===== src/core/sfd_consts.svh =====
`ifndef SFD_CONSTS_SVH
`define SFD_CONSTS_SVH

// Core clock period and strap settling time, both in nanoseconds.
`define SFD_CLK_PERIOD     10
`define SFD_FILT_TIME      200
`define SFD_FILT_CYC       ((`SFD_FILT_TIME + `SFD_CLK_PERIOD - 1) / `SFD_CLK_PERIOD)

// Power-up calibration delays, counted in sample clock cycles.
`define SFD_CAL_SHORT_CYC  256
`define SFD_CAL_LONG_CYC   65536

// Strap pin positions in the comparator input vector.
`define SFD_PIN_RANGE      0
`define SFD_PIN_RMODE      1
`define SFD_PIN_PRIMARY    2
`define SFD_PIN_DELAY      3
`define SFD_PIN_SYNC_POS   4
`define SFD_PIN_SAMPLE_CLK 5
`define SFD_PIN_CNT        6
`define SFD_TRI_CNT        4

// Register byte offsets.
`define SFD_REG_CTRL       12'h000
`define SFD_REG_STATUS     12'h004
`define SFD_REG_PINS       12'h008

// Control register fields and reset value.
`define SFD_CTRL_RANGE_BIT 0
`define SFD_CTRL_RECAL_BIT 1
`define SFD_CTRL_RST       1'b1

// Status register fields.
`define SFD_ST_EXT_BIT     0
`define SFD_ST_ALT_BIT     1
`define SFD_ST_DIFF_BIT    2
`define SFD_ST_RANGE_BIT   3
`define SFD_ST_DES_BIT     4
`define SFD_ST_LONG_BIT    5
`define SFD_ST_BUSY_BIT    6
`define SFD_ST_VALID_BIT   7

// Bus responses.
`define SFD_RESP_OKAY      2'b00
`define SFD_RESP_SLVERR    2'b10

`endif


===== src/core/sfd_pkg.sv =====
package sfd_pkg;

    // Resolved level of a three-state strap pin.
    typedef enum logic [1:0] {
        SFD_LVL_LOW,
        SFD_LVL_HIGH,
        SFD_LVL_MID
    } sfd_lvl_e;

    // Window comparator pair of one pin: above the upper and below the lower threshold.
    typedef struct packed {
        logic above;
        logic below;
    } sfd_cmp_s;

    // Decoded operating selections.
    typedef struct packed {
        logic ext;
        logic alt;
        logic diff;
        logic range_high;
        logic des;
        logic cal_long;
        logic cs_n;
    } sfd_mode_s;

endpackage


===== src/core/sfd_strap_resolve.sv =====
`timescale 1ns/1ps
`include "sfd_consts.svh"

module sfd_strap_resolve #(
    parameter int N    = `SFD_PIN_CNT,
    parameter int FILT = `SFD_FILT_CYC,
    parameter int CW   = 8
) (
    // Clock and reset.
    input  wire logic                        core_clk,
    input  wire logic                        sys_rst,
    // Comparator pairs from the pads.
    input  wire sfd_pkg::sfd_cmp_s [N-1:0]   pin_cmp,
    // Filtered levels and synchronised raw high levels.
    output sfd_pkg::sfd_lvl_e      [N-1:0]   lvl,
    output logic                   [N-1:0]   now_high,
    output logic                   [N-1:0]   valid
);

    localparam logic [CW-1:0] LIM = CW'(FILT - 1);

    typedef struct packed {
        sfd_pkg::sfd_cmp_s [N-1:0] s1;
        sfd_pkg::sfd_cmp_s [N-1:0] s2;
        sfd_pkg::sfd_lvl_e [N-1:0] cand;
        sfd_pkg::sfd_lvl_e [N-1:0] lvl;
        logic [N-1:0][CW-1:0]      cnt;
        logic [N-1:0]              ok;
    } sfd_rsv_st_s;

    sfd_rsv_st_s q;
    sfd_rsv_st_s d;
    sfd_pkg::sfd_lvl_e [N-1:0] raw_w;
    sfd_pkg::sfd_lvl_e [N-1:0] lvl_w;
    logic [N-1:0][CW-1:0]      cnt_w;
    logic [N-1:0]              ok_w;

    // A level is accepted only after it has stood unchanged for FILT cycles,
    // so a slowly settling mid-supply strap never shows a false high or low.
    for (genvar i = 0; i < N; i++) begin : g_pin
        logic hit;
        assign raw_w[i] = (q.s2[i].above && !q.s2[i].below) ? sfd_pkg::SFD_LVL_HIGH :
                          (!q.s2[i].above && q.s2[i].below) ? sfd_pkg::SFD_LVL_LOW :
                                                              sfd_pkg::SFD_LVL_MID;
        assign hit      = (raw_w[i] == q.cand[i]) && (q.cnt[i] == LIM);
        assign cnt_w[i] = (raw_w[i] != q.cand[i]) ? '0 :
                          (q.cnt[i] == LIM) ? q.cnt[i] : q.cnt[i] + 1'b1;
        assign lvl_w[i] = hit ? q.cand[i] : q.lvl[i];
        assign ok_w[i]  = q.ok[i] | hit;
    end

    // Next state: two synchroniser stages, then the settling filter.
    always_comb begin
        d      = q;
        d.s1   = pin_cmp;
        d.s2   = q.s1;
        d.cand = raw_w;
        d.cnt  = cnt_w;
        d.lvl  = lvl_w;
        d.ok   = ok_w;
    end

    // State register.
    always_ff @(posedge core_clk or posedge sys_rst) begin
        if (sys_rst) begin
            q <= '0;
        end else begin
            q <= d;
        end
    end

    // Outputs come straight from the state register.
    assign lvl   = q.lvl;
    assign valid = q.ok;
    for (genvar j = 0; j < N; j++) begin : g_out
        assign now_high[j] = q.s2[j].above;
    end

endmodule


===== src/core/sfd_cal_delay.sv =====
`timescale 1ns/1ps
`include "sfd_consts.svh"

module sfd_cal_delay #(
    parameter int SHORT = `SFD_CAL_SHORT_CYC,
    parameter int LONG  = `SFD_CAL_LONG_CYC,
    parameter int CW    = 24
) (
    // Clock and reset.
    input  wire logic core_clk,
    input  wire logic sys_rst,
    // Control.
    input  wire logic start,
    input  wire logic long_sel,
    input  wire logic tick,
    // Result.
    output logic      cal_start,
    output logic      busy
);

    localparam logic [CW-1:0] SHORT_LAST = CW'(SHORT - 1);
    localparam logic [CW-1:0] LONG_LAST  = CW'(LONG - 1);

    typedef struct packed {
        logic [CW-1:0] cnt;
        logic          long_q;
        logic          busy;
        logic          fire;
    } sfd_cal_st_s;

    sfd_cal_st_s q;
    sfd_cal_st_s d;
    logic [CW-1:0] last;

    assign last = q.long_q ? LONG_LAST : SHORT_LAST;

    // Count sample clock ticks; the delay length is latched at start so a strap
    // change mid-count cannot stretch or cut the wait.
    always_comb begin
        d      = q;
        d.fire = 1'b0;
        if (start) begin
            d.busy   = 1'b1;
            d.cnt    = '0;
            d.long_q = long_sel;
        end else if (q.busy && tick) begin
            if (q.cnt == last) begin
                d.busy = 1'b0;
                d.fire = 1'b1;
            end else begin
                d.cnt = q.cnt + 1'b1;
            end
        end
    end

    // State register.
    always_ff @(posedge core_clk or posedge sys_rst) begin
        if (sys_rst) begin
            q <= '0;
        end else begin
            q <= d;
        end
    end

    assign cal_start = q.fire;
    assign busy      = q.busy;

endmodule


===== src/core/sfd_strap_decode.sv =====
// Design decisions made here: the register addresses and the AXI4-Lite slave port.
`timescale 1ns/1ps
`include "sfd_consts.svh"

// Overview of operation
// - Range pin acts as range or alternate enable only if reset-mode not low, primary floating.
// - As range select, a low level chooses the reduced full-scale range.
// - As range select, a high level chooses the higher full-scale range.
// - A floating range pin enables extended control mode; host leaves it floating.
// - The primary enable pin overrides the enable taken from the range pin.
// - With reset-mode pin low, the range pin is the negative sync leg.
// - In differential sync mode the full-scale range is forced to the higher level.
// - Outside extended mode, delay pin high or low picks the power-up calibration delay.
// - Floating delay pin selects dual-edge sampling; I doubled, Q ignored.
// - In extended mode the delay pin is the serial chip select.
// - In extended mode the calibration delay setting is forced to zero.
// - Samples are taken on the falling edge of the positive clock leg.
// - Primary enable low activates extended mode; high leaves pin-only control.
// - Reset-mode pin low selects differential sync; high or floating selects single-ended.
module sfd_strap_decode #(
    parameter int CAL_SHORT_CYC = `SFD_CAL_SHORT_CYC,
    parameter int CAL_LONG_CYC  = `SFD_CAL_LONG_CYC
) (
    // Clock and reset.
    input  wire logic                                  core_clk,
    input  wire logic                                  sys_rst,
    // Strap pad comparators.
    input  wire sfd_pkg::sfd_cmp_s [`SFD_PIN_CNT-1:0]  strap_cmp,
    // AXI4-Lite write address channel.
    input  wire logic [11:0]                           s_axi_awaddr,
    input  wire logic                                  s_axi_awvalid,
    output logic                                       s_axi_awready,
    // AXI4-Lite write data channel.
    input  wire logic [31:0]                           s_axi_wdata,
    input  wire logic [3:0]                            s_axi_wstrb,
    input  wire logic                                  s_axi_wvalid,
    output logic                                       s_axi_wready,
    // AXI4-Lite write response channel.
    output logic [1:0]                                 s_axi_bresp,
    output logic                                       s_axi_bvalid,
    input  wire logic                                  s_axi_bready,
    // AXI4-Lite read address channel.
    input  wire logic [11:0]                           s_axi_araddr,
    input  wire logic                                  s_axi_arvalid,
    output logic                                       s_axi_arready,
    // AXI4-Lite read data channel.
    output logic [31:0]                                s_axi_rdata,
    output logic [1:0]                                 s_axi_rresp,
    output logic                                       s_axi_rvalid,
    input  wire logic                                  s_axi_rready,
    // Decoded selections.
    output logic                                       full_scale_range_select,
    output logic                                       alternate_extended_control_enable,
    output logic                                       ext_control_active,
    output logic                                       differential_sync_mode,
    output logic                                       calibration_delay_select,
    output logic                                       dual_edge_sampling,
    output logic                                       serial_chip_select_n,
    output logic                                       straps_valid,
    // Output clock sync legs.
    output logic                                       output_clock_sync_neg,
    output logic                                       output_clock_sync,
    // Sampling and calibration.
    output logic                                       sample_strobe,
    output logic                                       calibration_start,
    output logic                                       calibration_busy
);

    typedef struct packed {
        logic               aw_got;
        logic [11:0]        aw_addr;
        logic               w_got;
        logic [31:0]        w_data;
        logic [3:0]         w_strb;
        logic               awready;
        logic               wready;
        logic               bvalid;
        logic [1:0]         bresp;
        logic               arready;
        logic               rvalid;
        logic [31:0]        rdata;
        logic [1:0]         rresp;
        logic               range_ext;
        logic               recal;
        logic               clk_prev;
        logic               sample;
        logic               ok_d1;
        logic               ok_d2;
        logic               sync_neg;
        logic               sync_out;
        sfd_pkg::sfd_mode_s mode;
    } sfd_top_st_s;

    sfd_top_st_s q;
    sfd_top_st_s d;

    sfd_pkg::sfd_lvl_e [`SFD_PIN_CNT-1:0] lvl;
    logic [`SFD_PIN_CNT-1:0]              now_high;
    logic [`SFD_PIN_CNT-1:0]              pin_ok;
    logic                                 all_ok;
    logic                                 cal_go;
    logic                                 cal_fire;
    logic                                 cal_busy;
    sfd_pkg::sfd_lvl_e                    l_range;
    sfd_pkg::sfd_lvl_e                    l_rmode;
    sfd_pkg::sfd_lvl_e                    l_pri;
    sfd_pkg::sfd_lvl_e                    l_dly;
    sfd_pkg::sfd_mode_s                   mode_w;
    logic [31:0]                          status_word;
    logic [31:0]                          pins_word;
    logic [31:0]                          ctrl_word;

    // Synchronise and settle every strap pad.
    sfd_strap_resolve #(
        .N    (`SFD_PIN_CNT),
        .FILT (`SFD_FILT_CYC),
        .CW   (8)
    ) u_resolve (
        .core_clk (core_clk),
        .sys_rst  (sys_rst),
        .pin_cmp  (strap_cmp),
        .lvl      (lvl),
        .now_high (now_high),
        .valid    (pin_ok)
    );

    // Power-up calibration delay, restarted when straps first settle or on request.
    sfd_cal_delay #(
        .SHORT (CAL_SHORT_CYC),
        .LONG  (CAL_LONG_CYC),
        .CW    (24)
    ) u_cal (
        .core_clk  (core_clk),
        .sys_rst   (sys_rst),
        .start     (cal_go),
        .long_sel  (q.mode.cal_long),
        .tick      (q.sample),
        .cal_start (cal_fire),
        .busy      (cal_busy)
    );

    assign l_range = lvl[`SFD_PIN_RANGE];
    assign l_rmode = lvl[`SFD_PIN_RMODE];
    assign l_pri   = lvl[`SFD_PIN_PRIMARY];
    assign l_dly   = lvl[`SFD_PIN_DELAY];
    assign all_ok  = &pin_ok[`SFD_TRI_CNT-1:0];
    assign cal_go  = (q.ok_d1 && !q.ok_d2) || q.recal;

    // Mode decode from the settled strap levels.
    always_comb begin
        mode_w      = '0;
        mode_w.diff = (l_rmode == sfd_pkg::SFD_LVL_LOW);
        mode_w.alt  = !mode_w.diff && (l_pri == sfd_pkg::SFD_LVL_MID) &&
                      (l_range == sfd_pkg::SFD_LVL_MID);
        case (l_pri)
            sfd_pkg::SFD_LVL_LOW:  mode_w.ext = 1'b1;
            sfd_pkg::SFD_LVL_HIGH: mode_w.ext = 1'b0;
            default:               mode_w.ext = mode_w.alt;
        endcase
        // Range: forced high in differential sync, from software when extended,
        // from the pin only when that pin is free to act as range select.
        if (mode_w.diff) begin
            mode_w.range_high = 1'b1;
        end else if (mode_w.ext) begin
            mode_w.range_high = q.range_ext;
        end else if (l_pri == sfd_pkg::SFD_LVL_MID) begin
            mode_w.range_high = (l_range == sfd_pkg::SFD_LVL_HIGH);
        end else begin
            mode_w.range_high = 1'b1;
        end
        mode_w.des      = !mode_w.ext && (l_dly == sfd_pkg::SFD_LVL_MID);
        mode_w.cal_long = !mode_w.ext && (l_dly == sfd_pkg::SFD_LVL_HIGH);
        mode_w.cs_n     = !(mode_w.ext && (l_dly == sfd_pkg::SFD_LVL_LOW));
    end

    // Read-back words.
    assign ctrl_word   = {31'h0000_0000, q.range_ext};
    assign status_word = {24'h00_0000, all_ok, cal_busy, q.mode.cal_long, q.mode.des,
                          q.mode.range_high, q.mode.diff, q.mode.alt, q.mode.ext};
    assign pins_word   = {24'h00_0000, l_dly, l_pri, l_rmode, l_range};

    // Next state: bus slave, sampling edge, sync legs and registered selections.
    always_comb begin
        d        = q;
        d.recal  = 1'b0;
        d.ok_d1  = all_ok;
        d.ok_d2  = q.ok_d1;
        if (all_ok) begin
            d.mode = mode_w;
        end

        // The sample clock pad is already synchronised; its falling edge
        // marks the instant the input is taken.
        d.clk_prev = now_high[`SFD_PIN_SAMPLE_CLK];
        d.sample   = q.clk_prev && !now_high[`SFD_PIN_SAMPLE_CLK];

        // Sync pulse: in differential mode both legs must agree, which rejects
        // common-mode glitches that a single-ended receiver would pass.
        if (d.mode.diff) begin // Next mode, so the legs switch with the mode output.
            d.sync_neg = now_high[`SFD_PIN_RANGE];
            d.sync_out = now_high[`SFD_PIN_SYNC_POS] && !now_high[`SFD_PIN_RANGE];
        end else begin
            d.sync_neg = 1'b0;
            d.sync_out = now_high[`SFD_PIN_SYNC_POS];
        end

        // Write address and data are taken independently.
        if (s_axi_awvalid && q.awready) begin
            d.aw_got  = 1'b1;
            d.aw_addr = s_axi_awaddr;
        end
        if (s_axi_wvalid && q.wready) begin
            d.w_got  = 1'b1;
            d.w_data = s_axi_wdata;
            d.w_strb = s_axi_wstrb;
        end
        if (q.bvalid && s_axi_bready) begin
            d.bvalid = 1'b0;
        end
        // Commit once both halves are held and no response is pending.
        if (d.aw_got && d.w_got && !d.bvalid) begin
            d.aw_got = 1'b0;
            d.w_got  = 1'b0;
            d.bvalid = 1'b1;
            d.bresp  = `SFD_RESP_OKAY;
            case ({d.aw_addr[11:2], 2'b00})
                `SFD_REG_CTRL: begin
                    if (d.w_strb[0]) begin
                        d.range_ext = d.w_data[`SFD_CTRL_RANGE_BIT];
                        d.recal     = d.w_data[`SFD_CTRL_RECAL_BIT];
                    end
                end
                `SFD_REG_STATUS, `SFD_REG_PINS: begin
                    d.bresp = `SFD_RESP_OKAY;
                end
                default: begin
                    d.bresp = `SFD_RESP_SLVERR;
                end
            endcase
        end
        d.awready = !d.aw_got && !d.bvalid;
        d.wready  = !d.w_got && !d.bvalid;

        // Read channel: one outstanding read.
        if (q.rvalid && s_axi_rready) begin
            d.rvalid = 1'b0;
        end
        if (s_axi_arvalid && q.arready) begin
            d.rvalid = 1'b1;
            d.rresp  = `SFD_RESP_OKAY;
            case ({s_axi_araddr[11:2], 2'b00})
                `SFD_REG_CTRL:   d.rdata = ctrl_word;
                `SFD_REG_STATUS: d.rdata = status_word;
                `SFD_REG_PINS:   d.rdata = pins_word;
                default: begin
                    d.rdata = 32'h0000_0000;
                    d.rresp = `SFD_RESP_SLVERR;
                end
            endcase
        end
        d.arready = !d.rvalid;
    end

    // State register; selections reset to pin-only control at the higher range.
    always_ff @(posedge core_clk or posedge sys_rst) begin
        if (sys_rst) begin
            q               <= '0;
            q.awready       <= 1'b1;
            q.wready        <= 1'b1;
            q.arready       <= 1'b1;
            q.range_ext     <= `SFD_CTRL_RST;
            q.mode.range_high <= 1'b1;
            q.mode.cs_n     <= 1'b1;
        end else begin
            q <= d;
        end
    end

    // Outputs straight from flops.
    assign s_axi_awready                     = q.awready;
    assign s_axi_wready                      = q.wready;
    assign s_axi_bvalid                      = q.bvalid;
    assign s_axi_bresp                       = q.bresp;
    assign s_axi_arready                     = q.arready;
    assign s_axi_rvalid                      = q.rvalid;
    assign s_axi_rdata                       = q.rdata;
    assign s_axi_rresp                       = q.rresp;
    assign full_scale_range_select           = q.mode.range_high;
    assign alternate_extended_control_enable = q.mode.alt;
    assign ext_control_active                = q.mode.ext;
    assign differential_sync_mode            = q.mode.diff;
    assign calibration_delay_select          = q.mode.cal_long;
    assign dual_edge_sampling                = q.mode.des;
    assign serial_chip_select_n              = q.mode.cs_n;
    assign straps_valid                      = q.ok_d1;
    assign output_clock_sync_neg             = q.sync_neg;
    assign output_clock_sync                 = q.sync_out;
    assign sample_strobe                     = q.sample;
    assign calibration_start                 = cal_fire;
    assign calibration_busy                  = cal_busy;

endmodule


===== config.mk =====
export PLATFORM = sky130hd
export DESIGN_NAME = sfd_strap_decode
export DESIGN_NICKNAME = d
export VERILOG_FILES = /design/src/core/sfd_pkg.sv /design/src/core/sfd_strap_resolve.sv /design/src/core/sfd_cal_delay.sv /design/src/core/sfd_strap_decode.sv
export VERILOG_INCLUDE_DIRS = /design/src /design/src/core
export SDC_FILE = /design/constraint.sdc
export NUM_CORES = 1
export LEC_CHECK = 0
export BUFFER_PORTS_ARGS = -buffer_cell sky130_fd_sc_hd__buf_2
export CAP_MARGIN = 0
export CORE_ASPECT_RATIO = 2
export CORE_MARGIN = 2
export CORE_UTILIZATION = 45
export CTS_BUF_LIST = sky130_fd_sc_hd__clkbuf_8
export DETAILED_ROUTE_END_ITERATION = 16
export PLACE_DENSITY = 0.68
export SETUP_SLACK_MARGIN = 0.3
export SYNTH_ARGS = -nofsm -noshare
export SYNTH_HDL_FRONTEND = slang
export SYNTH_SLANG_ARGS = --single-unit

===== constraint.sdc =====
create_clock -name core_clk -period 4.4 [get_ports core_clk]
set_input_delay 0.88 -clock core_clk [delete_from_list [all_inputs] [get_ports core_clk]]
set_output_delay 0.88 -clock core_clk [all_outputs]
set_load 0.02 [all_outputs]

* Word-level counts from Yosys, hierarchy flattened
Cells that the tools add are included.
Word-level totals: flip-flop bits (word level) 231, output and inout port bits 54, word-level logic and storage cells 248
Cells by class: add/sub/neg operators 7, equality and inequality tests 36, mux-type cells 52, bitwise gates (word level) 6, reductions and logical operators 71
Operators by type and width (count):
- 8-bit 2-to-1 mux | 12
- 24-bit 2-to-1 mux | 3
- 8-bit by 1-bit adder with 8-bit output (second input constant) | 6
- 8-bit by 5-bit == test with 1-bit output (second input constant) | 6
- 37-bit 2-to-1 mux | 1
- 1-bit logical AND | 36
- 35-bit 2-to-1 mux | 1
- 2-bit 2-to-1 mux | 17
- 24-bit by 1-bit adder with 24-bit output (second input constant) | 1
- 24-bit == test | 1
- 8-bit case mux with 3 select lines | 1
- 1-bit logical NOT | 21
- 10-bit by 1-bit == test with 1-bit output (second input constant) | 2
- 10-bit by 2-bit == test with 1-bit output (second input constant) | 2
- 10-bit logical NOT | 2
- 16-bit 2-to-1 mux | 1
- 13-bit 2-to-1 mux | 1
- 2-bit == test | 6
- 1-bit 2-to-1 mux | 12
- 2-bit != test | 6
- 2-bit != test (second input constant) | 6
- 2-bit by 1-bit == test with 1-bit output (second input constant) | 3
- 2-bit == test (second input constant) | 3
- 2-bit logical NOT | 3
- 11 further kinds | 19

* Logic depth before layout (Yosys ltp)
Gate-level depths: netlist of the first run.
depth in word-level cells 9, depth in mapped cells 7, gate-level depth less buffers 7

* Hierarchy
From an unflattened synthesis of the first run, not the netlist that was laid out.
Second synthesis, totals: cell total of the unflattened synthesis 741, area total of the unflattened synthesis 8255.4 um^2
Modules (own cells, without submodules):
- sfd_strap_resolve | instances 1, cells an instance 375, area each 4468.0 um^2, seq. area each 2552.4 um^2
- sfd_strap_decode | instances 1, cells an instance 195, area each 2159.6 um^2, seq. area each 1133.6 um^2
- sfd_cal_delay | instances 1, cells an instance 171, area each 1627.8 um^2, seq. area each 675.6 um^2

* Worst setup path before layout of the first run
Ideal clock, no wire load.
kind input to register, start in s_axi_awvalid, end reg q, in the netlist ctrl_word[0], library setup time 0.082 ns, arrival 2.082 ns, data required time 4.318 ns, setup slack 2.235 ns, stages on the path 5, path through nand2_1 > mux2_4 > nand3b_1 > or3b_1 > mux2_2
RTL lines:
- from (decl) | line sfd_strap_decode.sv:31 | input wire logic s_axi_awvalid,
- to (decl) | line sfd_strap_decode.sv:94 | sfd_top_st_s q;

==> results of run 1 <==
[how the worst min path moves through the flow]
stage / endpoint / startpoint / cells after the start / slack, ns
detailed placement: u_resolve.now_high[0] / u_resolve.d[79] / 0 / 0.33
floorplan: u_resolve.now_high[0] / u_resolve.d[79] / 0 / 0.33
CTS: u_resolve.now_high[0] / u_resolve.d[79] / 0 / 0.35
global placement: u_resolve.q[84] / u_resolve.d[84] / 0 / 0.33
global route: u_resolve.q[78] / u_resolve.d[78] / 0 / 0.36
finish: u_resolve.now_high[1] / u_resolve.d[81] / 0 / 0.35
[area by class of cell]
cell class	count	area, um2
multi-input cells	397	2515
inverters	14	56.30
flip-flops and latches	144	3611
clock buffers	19	261.5
clock inverters	13	162.7
repair buffers	69	362.8
fillers	1279	6685
well taps	189	236.5
[routing by layer]
layer  part of all wire  up-vias  wire (um)
met5                  0        -          0
met4              0.021        0        253
met3              0.040       22        487
met2               0.55       98       6661
met1               0.39     2140       4746
li1                   -     2059          -
[critical path, stage by stage]
cell	delay, ns
buf_2	0.11
nand2_1	0.36
mux2_4	0.35
nand3b_1	0.15
or3b_1	0.39
mux2_2	0.28
[metrics by stage]
step	setup WS (ns)	instance area, um2	hold slack [ns]	util
final	2.247	7206	0.3482	0.5187
after global routing	2.162	7206	0.3550	0.5187
after CTS	2.237	7206	0.3522	0.5187
after detailed placement	1.776	6782	0.3347	0.4882
after global placement	1.797	6782	0.3320	0.4882
after floorplan	1.720	6497	0.3312	-
[power by group through the flow]
stage | registers [mW] | logic (mW) | clock network [mW]
after CTS | 1.52 | 0.361 | 1.12
after floorplan | 1.55 | 0.267 | 0
after global placement | 1.54 | 0.344 | 0
after detailed placement | 1.55 | 0.360 | 0
after global routing | 1.53 | 0.395 | 1.18
final | 1.52 | 0.353 | 1.09
[flip-flops by register name, indices dropped and copies added (netlist names), 4 cells and up]
signal / cells
u_resolve.now_high: 6
u_resolve.q: 44
u_resolve.valid: 4
q: 18
u_resolve.d: 10
s_axi_rdata: 8
u_resolve.lvl: 8
u_cal.q: 25
[placed cells by master (no fill, tap or decap), types with 4 or more instances in the layout]
cell type	n
or3_1	4
o21ai_0	28
or2_2	5
inv_1	14
and3_1	11
nor2b_1	9
dfstp_2	6
clkinvlp_4	6
a21oi_1	10
mux2_2	22
nor2_1	65
buf_2	67
nand4_1	11
nand3_1	29
nor3_1	4
a22o_1	14
xnor2_1	17
xor2_1	29
conb_1	26
clkbuf_8	19
mux2i_1	6
nor4_1	12
dfrtp_1	138
ha_1	9
nand2_1	48
[cell families (layout without fill, tap and decap cells)]
logic type	count (synthesis)	after routing	share of synthesized area
simple gates	221	221	0.1777
flops	144	144	0.5642
compound gates	66	66	0.06901
buf+inv	61	115	0.05748
xor+xnor	46	46	0.06295
mux	29	29	0.05044
fa+ha+maj	9	9	0.01760
other cells	1	26	0.0005859
==> flow_metrics.tcl, run 1 <==
set metrics [dict create \
    wire_per_inst_um 14.38 \
    grt_pass1_vias 4424 \
    ys.flop_type "dfrtp_1" \
    ff2ff_path_depth 5 \
    synth_top_area_frac 0.5396 \
    first_pass_iters 5 \
    netlist_top_cells_area "dfrtp_1, buf_4, xor2_1, mux2_2, nor2_1" \
    combPwrFrac 0.119 \
    cellPowerDensity_nw_per_um2 411.8 \
    root_buffer "clkbuf_8" \
    grt_busiest_layer "met2" \
    tns_ns 0 \
    required_ns 4.78 \
    crit_end "ctrl_word[0]" \
    r2r_end "ctrl_word[0]" \
    io_buffers 67 \
    synth.avg_cell_area_um2 11.09 \
    async_reset_ff_frac 1.000 \
    crit_type "primary input to flop" \
    vdd_ir_drop_max_mv 0.2338 \
    cts_setup_buffers 0 \
    die_w_um 88.33 \
    worst-endpoint-arrival_ns 2.53 \
    die_area_um2 15250 \
    clock_sinks 144 \
    dr.first_iter.drc_count 219 \
    cts_resized 0 \
    syn_area_um2 6400 \
    netlist_top_cells_count "dfrtp_1, nor2_1, nand2_1" \
    drive_gt1_frac 0.2210 \
    clock_skew_ns 0.01596 \
    grt_usage 0.1683 \
    cp-startpoint "s_axi_awvalid" \
    start_util 0.4607 \
    status "completed" \
    finalHoldViolCount 0 \
    clock_latency_ns 0.45 \
    power_mw 2.967 \
    routed_wirelength_mm 12.15 \
    antenna_left 0 \
    dp_hpwl_mm 8.743 \
    diodes 0 \
    h-tree-depth 4 \
    grt_pass1_wl_mm 20.44 \
    switching_power_mw 0.7749 \
    gr-total-overflow 0 \
    power_frac_clock 0.368 \
    synth.distinct_cells 52 \
    grtUsageMet3 0.03819 \
    core_um2 13890 \
    synth_seq_area_share 0.5642 \
    synth_seq_cells 144 \
    clockBufferDepth 2 \
    r2r_start "s_axi_awready" \
    p_int_mw 2.192 \
    dieHeight_um 172.7 \
    synth_area_leader_cell "dfrtp_1" \
    rows 61 \
    cp_max_fo 12 \
    routed_via_density 5.111 \
    path_clk_slew_ns 0.08 \
    crit_path_start_kind "primary input" \
    hp-class "flop to flop" \
    synth_edf_count 0 \
    rrSetupSlack_ns 2.26 \
    io_pins 133 \
    drc 0 \
    yosysMostFrequentCell "dfrtp_1" \
    ctsHoldBuffers 0 \
    cts_buffers 17 \
    numPlacedInstances 813 \
    cts_tree "built" \
    met1_usage 0.1890 \
    critPathCaptureType "flop" \
    ys_warn_count 0 \
    via_count 4319 \
    grt_max_degree 76 \
    worst_slew_pin_slew_ns 1.065 \
    netSwitchingFraction 0.2612 \
    max-cap-violations 0 \
    rsz0062_at_grt "false" \
    nNetsFinal 731 \
    stdcell_count 845 \
    antenna_found_initial 0 \
    setup_viol 0 \
    max_freq_ghz 0.4645 \
    power_frac_seq 0.513 \
    place_congestion 0.8744 \
    post-route-period-util 0.4893 \
    syn_inst 577 \
    min_period_ns 2.153 \
    slew-limit-headroom 0.2882 \
    syn_to_final_growth_pct 12.59 \
    drv_slew 0 \
    p_leak_nw 3.437 \
    use_met2 0.2970 \
]
(Power assumes the default switching activity.)
==> run 2: changes to the inputs <==
Settings changed: ABC_AREA set to 1, PLACE_DENSITY 0.68 to 0.65.
Clock period 4.4 ns to 2.1 ns, I/O delays scaled along.
==> run 2 against run 1 <==
Effect of this change:
- first-iteration DRC count is 25% higher
- via count is 21% higher
- wire length is 7.2% higher
- largest cell class unchanged
- total power is 100% higher
- register-to-register slack worse by 1.9 ns
- sequential power is 110% higher
- flip-flop and latch count stayed put
- combinational power is 150% higher
- highest routed layer unchanged
- critical path depth is 1 higher
- synthesized cell count is 40% higher
- synthesized area is 8.0% higher
- core utilization is 0.22 points higher
- critical endpoint is now u_resolve.lvl[5]
==> flow_metrics.tcl, run 2 <==
set metrics [dict create \
    r2r_start "u_resolve.q[22]" \
    regMostFlops "u_resolve.q" \
    clock_sinks 144 \
    syn_area_um2 6914 \
    cp_max_fo 6 \
    status "completed" \
    async_reset_ff_frac 1.000 \
    start_util 0.4568 \
    numPlacedInstances 1064 \
    whs_ns 0.08848 \
    required_ns 2.42 \
    clock_skew_ns 0.01587 \
    io_buffers 67 \
    first_pass_iters 4 \
    hold_depth 1 \
    synth_area_leader_cell "dfrtp_1" \
    dr.first_iter.drc_count 273 \
    cts_buffers 17 \
    root_buffer "clkbuf_8" \
    clock_latency_ns 0.44 \
    synth.avg_cell_area_um2 8.547 \
    syn_inst 809 \
    min_period_ns 1.709 \
    crit_type "flop to flop" \
    rows 64 \
    finalHoldViolCount 0 \
    cts_tree "built" \
    grt_max_degree 44 \
    switching_power_mw 1.784 \
    cellPowerDensity_nw_per_um2 769.2 \
    max-cap-violations 0 \
    dieHeight_um 179.3 \
    worst-endpoint-arrival_ns 2.03 \
    tns_ns 0 \
    netlist_top_cells_count "nand2_1, dfrtp_1, inv_1" \
    crit_path_start_kind "flop" \
    dp_hpwl_mm 9.216 \
    die_area_um2 16430 \
    layout_common_cells "nand2_1, dfrtp_1, inv_1" \
    rrSetupSlack_ns 0.39 \
    synth_seq_cells 144 \
    core_um2 15130 \
    post-route-period-util 0.8138 \
    netSwitchingFraction 0.2942 \
    io_pins 133 \
    netlist_top_cells_area "dfrtp_1, nand2_1, inv_1, nor2_1, nand3_1" \
    drive_gt1_frac 0.1883 \
    grt_pass1_vias 4957 \
    hp-class "primary input to flop" \
    path_clk_slew_ns 0.08 \
    top_regs "u_resolve.q: 44 flops, u_cal.q: 25 flops, q: 18 flops" \
    p_int_mw 4.280 \
    via_count 5205 \
    stdcell_count 1106 \
    setup_viol 0 \
    nNetsFinal 984 \
    rsz0062_at_grt "false" \
    vdd_ir_drop_max_mv 0.8109 \
    synth_seq_area_share 0.5223 \
    largest_reg_flops 44 \
    ys_warn_count 0 \
    critPathCaptureType "flop" \
    synth_edf_count 0 \
    clockBufferDepth 2 \
    antenna_found_initial 0 \
    ys.flop_type "dfrtp_1" \
    setup_slack_ns 0.3909 \
    max_freq_ghz 0.5851 \
    combPwrFrac 0.143 \
    wire_per_inst_um 11.77 \
    routed_wirelength_mm 13.02 \
    yosysMostFrequentCell "nand2_1" \
    synth.distinct_cells 42 \
    power_frac_clock 0.340 \
    slew-limit-headroom 0.6380 \
    final_common_cell "nand2_1" \
    routed_via_density 4.706 \
    grt_usage 0.1645 \
    antenna_left 0 \
    drv_slew 0 \
    worst_slew_pin_slew_ns 0.5380 \
    drc 0 \
    grt_pass1_wl_mm 22.08 \
    syn_to_final_growth_pct 14.02 \
    gr-total-overflow 0 \
    post-route-util 0.5209 \
    min_from "strap_cmp[0]" \
    r2r_end "u_resolve.lvl[5]" \
    synth_top_area_frac 0.4995 \
    holdPathEnd "u_resolve.d[78]" \
    p_leak_nw 3.907 \
    die_w_um 91.65 \
    h-tree-depth 4 \
    diodes 0 \
    power_frac_seq 0.518 \
    ff2ff_path_depth 7 \
    place_congestion 0.8129 \
    dp_worst_setup_slack_ns 0.2965 \
]
-- run 2: cell types whose count changed after synthesis, moves of 21 or more --
cell / before / now
nand2_1: 48 / 209
nor2_1: 65 / 86
nand3_1: 29 / 60
inv_1: 14 / 102
mux2_2: 22 / 0
-- run 2: worst max-delay path, stage by stage (launching register included) --
cell and delay (ns):
dfrtp_1 0.39, ha_2 0.22, inv_1 0.05, or2_2 0.31, nor4_4 0.33, nand2_2 0.16
nand2_1 0.10, nand2_1 0.05
-- run 2: cells by family after synthesis --
kind of cell	count (synthesis)	share of synthesized area
xor gates and xnor gates	21	0.02660
buffers and inverters	146	0.1030
other	1	0.0005424
adders and majority gates	9	0.01629
and+or+nand+nor	409	0.2624
AOI/OAI and AO/OA	79	0.06895
DFF	144	0.5223
-- run 2: layout make-up --
class | instances | area, um2
clock inverters | 13 | 116.4
clock buffers | 18 | 247.7
fillers | 1438 | 7251
repair buffers | 84 | 528.0
well taps | 198 | 247.7
multi-input cells | 544 | 2735
flip-flops and latches | 144 | 3611
inverters | 105 | 397.9
-- run 2: metrics by stage --
step | total power [mW] | area (um2)
finish | 6.064 | 7884
global route | 6.392 | 7884
CTS | 6.088 | 7736
detailed placement | 4.014 | 7360
global placement | 3.985 | 7360
floorplan | 3.827 | 7012
-- run 2: worst max path at each step --
stage | start | to | slack (ns) | depth (start not counted)
after floorplan | sys_rst | alternate_extended_control_enable | -0.12 | 1
after global placement | s_axi_awvalid | s_axi_bresp[1] | 0.29 | 9
after detailed placement | s_axi_awvalid | s_axi_bresp[1] | 0.30 | 9
after CTS | u_cal.q[3] | u_cal.q[15] | 0.31 | 8
after global routing | u_resolve.q[22] | u_resolve.q[23] | 0.28 | 7
final | u_resolve.q[22] | u_resolve.lvl[5] | 0.39 | 7
-- run 2: routing by layer --
metal | up-vias | part of all wire | track usage
li1 | 2675 | - | -
met1 | 2420 | 0.47 | 0.2148
met2 | 99 | 0.48 | 0.2757
met3 | 11 | 0.040 | 0.03447
met4 | 0 | 0.0098 | 0.04924
met5 | - | 0 | 0
-- run 2: repair_timing --
item	CTS	global route
gates cloned	0	0
pin swaps	0	4
hold buffers	1	0
buffers inserted	0	10
endpoints found under the hold margin	13	0
resized for setup	1	16
setup endpoints to repair	2	47
-- run 2: power groups by stage --
stage	combinational [mW]	clock, mW	sequential, mW
2_1_floorplan	0.612	0	3.22
3_3_place_gp	0.803	0	3.18
3_5_place_dp	0.824	0	3.19
4_1_cts	0.828	2.12	3.14
5_1_grt	0.995	2.23	3.17
6_report	0.866	2.06	3.14
==> run 3: changes to the inputs <==
Settings changed: PLACE_DENSITY 0.65 to 0.68.
Clock period 2.1 ns to 1.5 ns, I/O delays scaled along.
==> run 3 against run 2 <==
Effect of this change:
- the run now ends with negative setup slack left
- non-clock buffer count increased by 107
- critical path type unchanged
- via count increased by 14%
- cell count increased by 9.9%
- die area unchanged
- clock skew decreased by 0.0044 ns
==> flow_metrics.tcl, run 3 (synthesis gave the netlist of run 2 again) <==
set metrics [dict create \
    grt_busiest_layer "met2" \
    nNetsFinal 1093 \
    path_clk_slew_ns 0.09 \
    min_from "s_axi_awaddr[6]" \
    combPwrFrac 0.231 \
    final_common_cell "nand2_1" \
    vdd_ir_drop_max_mv 0.9710 \
    h-tree-depth 4 \
    clock_latency_ns 0.44 \
    cts_buffers 17 \
    io_buffers 67 \
    power_frac_seq 0.457 \
    regArea_um2 3616 \
    worst-endpoint-arrival_ns 1.90 \
    antenna_left 0 \
    rrSetupSlack_ns -0.04 \
    cellPowerDensity_nw_per_um2 967.8 \
    layout_common_cells "nand2_1, dfrtp_1, inv_1" \
    multiInputGateArea_um2 3605 \
    clockBufferDepth 2 \
    wire_per_inst_um 13.65 \
    fill_cells 1129 \
    root_buffer "clkbuf_8" \
    tns_ns -0.1498 \
    post-route-period-util 1.024 \
    largest_reg_flops 44 \
    dr.first_iter.drc_count 297 \
    holdPathEnd "q[99]" \
    first_pass_iters 4 \
    setup_viol 13 \
    stdcell_count 1216 \
    min_period_ns 1.536 \
    cts_tree "built" \
    clock_sinks 144 \
    rsz0062_at_grt "true" \
    clock_skew_ns 0.01151 \
    crit_type "flop to flop" \
    status "finished, violations left" \
    setup_slack_ns -0.03564 \
    power_frac_clock 0.312 \
    p_leak_nw 4.699 \
    max-cap-violations 0 \
    crit_path_start_kind "flop" \
    syn_to_final_growth_pct 44.52 \
    r2r_start "u_cal.q[10]" \
    dp_hpwl_mm 10.25 \
    rows 64 \
    drc 0 \
    die_w_um 91.65 \
    grt_max_degree 89 \
    grtUsageMet3 0.03951 \
    hp-class "primary input to flop" \
    violations "negative setup slack" \
    critPathCaptureType "flop" \
    top_regs "u_resolve.q: 44 flops, u_cal.q: 25 flops, q: 18 flops" \
    met1_usage 0.2459 \
    hold_depth 3 \
    grt_pass1_wl_mm 27.14 \
    regMostFlops "u_resolve.q" \
    numPlacedInstances 1126 \
    power_mw 9.671 \
    via_count 5913 \
    grt_pass1_vias 6018 \
    ff2ff_path_depth 9 \
    routed_via_density 4.863 \
    place_area_um2 8110 \
    io_pins 133 \
    use_met2 0.3581 \
    finalHoldViolCount 0 \
    routed_wirelength_mm 16.60 \
    r2r_end "u_cal.q[26]" \
    cp_max_fo 3 \
    core_um2 15130 \
    switching_power_mw 3.067 \
    start_util 0.4568 \
    netSwitchingFraction 0.3171 \
    gr-total-overflow 0 \
    dieHeight_um 179.3 \
    required_ns 1.87 \
    p_int_mw 6.604 \
    grt_usage 0.2054 \
    diodes 0 \
    place_congestion 0.9051 \
    final_area_um2 9992 \
    drive_gt1_frac 0.4312 \
    max_freq_ghz 0.6512 \
    drv_slew 0 \
    die_area_um2 16430 \
    antenna_found_initial 0 \
]
## run 3: cell count changes in the layout (fill, tap and decap cells not counted), sizes merged
cell         previous run  this run
buf                    83       178
dlygate4sd3             1        11
inv                   105       112
clkinvlp                6         3
clkinv                  6         4
nand3                  64        66
clkbuf                 18        19
## run 3: final cells by class
type | count | area share
Tap cell | 198 | 0.02479
Inverter | 105 | 0.04395
Sequential cell | 144 | 0.3619
Clock inverter | 15 | 0.01490
Clock buffer | 17 | 0.02342
Multi-Input combinational cell | 546 | 0.3608
Timing Repair Buffer | 191 | 0.1703
## run 3: worst max path at each step
stage,startpoint,to,cells past startpoint
finish,u_cal.q[10],u_cal.q[26],9
global route,s_axi_awready,ctrl_word[0],10
CTS,s_axi_awready,ctrl_word[0],10
detailed placement,s_axi_awready,ctrl_word[0],9
global placement,s_axi_awready,ctrl_word[0],9
floorplan,sys_rst,alternate_extended_control_enable,1
## run 3: layer usage
layer	vias to the layer above	share of wire
li1	2905	-
met1	2879	0.42
met2	105	0.53
met3	24	0.034
met4	0	0.020
met5	-	0
## run 3: repair_timing
| action | CTS | global route |
|---|---|---|
| buffers inserted | 26 | 16 |
| hold buffers | 11 | 0 |
| pin swaps | 32 | 31 |
| gates cloned | 3 | 2 |
| endpoints found under the setup margin | 108 | 111 |
| endpoints found under the hold margin | 61 | 0 |
| resized for setup | 181 | 103 |
## run 3: worst max-delay path, stage by stage, from the launching register on
cell and delay [ns]:
dfrtp_1 0.36, buf_4 0.14, nand2_1 0.08, nor2_1 0.17
nand2_1 0.13, nor2_1 0.22, nand2_1 0.09, nand2_1 0.08
nand3_1 0.09, o21ai_2 0.12
## run 3: power groups by stage
stage | Sequential, mW | Combinational [mW] | Clock [mW]
after global placement | 4.45 | 1.46 | 0
after floorplan | 4.51 | 0.991 | 0
final | 4.42 | 2.23 | 3.02
after CTS | 4.41 | 1.97 | 3.08
after global routing | 4.45 | 2.45 | 3.22
after detailed placement | 4.47 | 1.50 | 0
## run 3: metrics by stage
| step | hold WS, ns | worst slack, ns | utilization |
|---|---|---|---|
| final | 0.07321 | -0.03564 | 0.6602 |
| after global routing | 0.07163 | -0.1041 | 0.6602 |
| after CTS | 0.05054 | -0.01998 | 0.6238 |
| after detailed placement | 0.3371 | -0.07087 | 0.5359 |
| after global placement | 0.3311 | -0.05413 | 0.5359 |
| after floorplan | 0.3312 | -0.6001 | - |
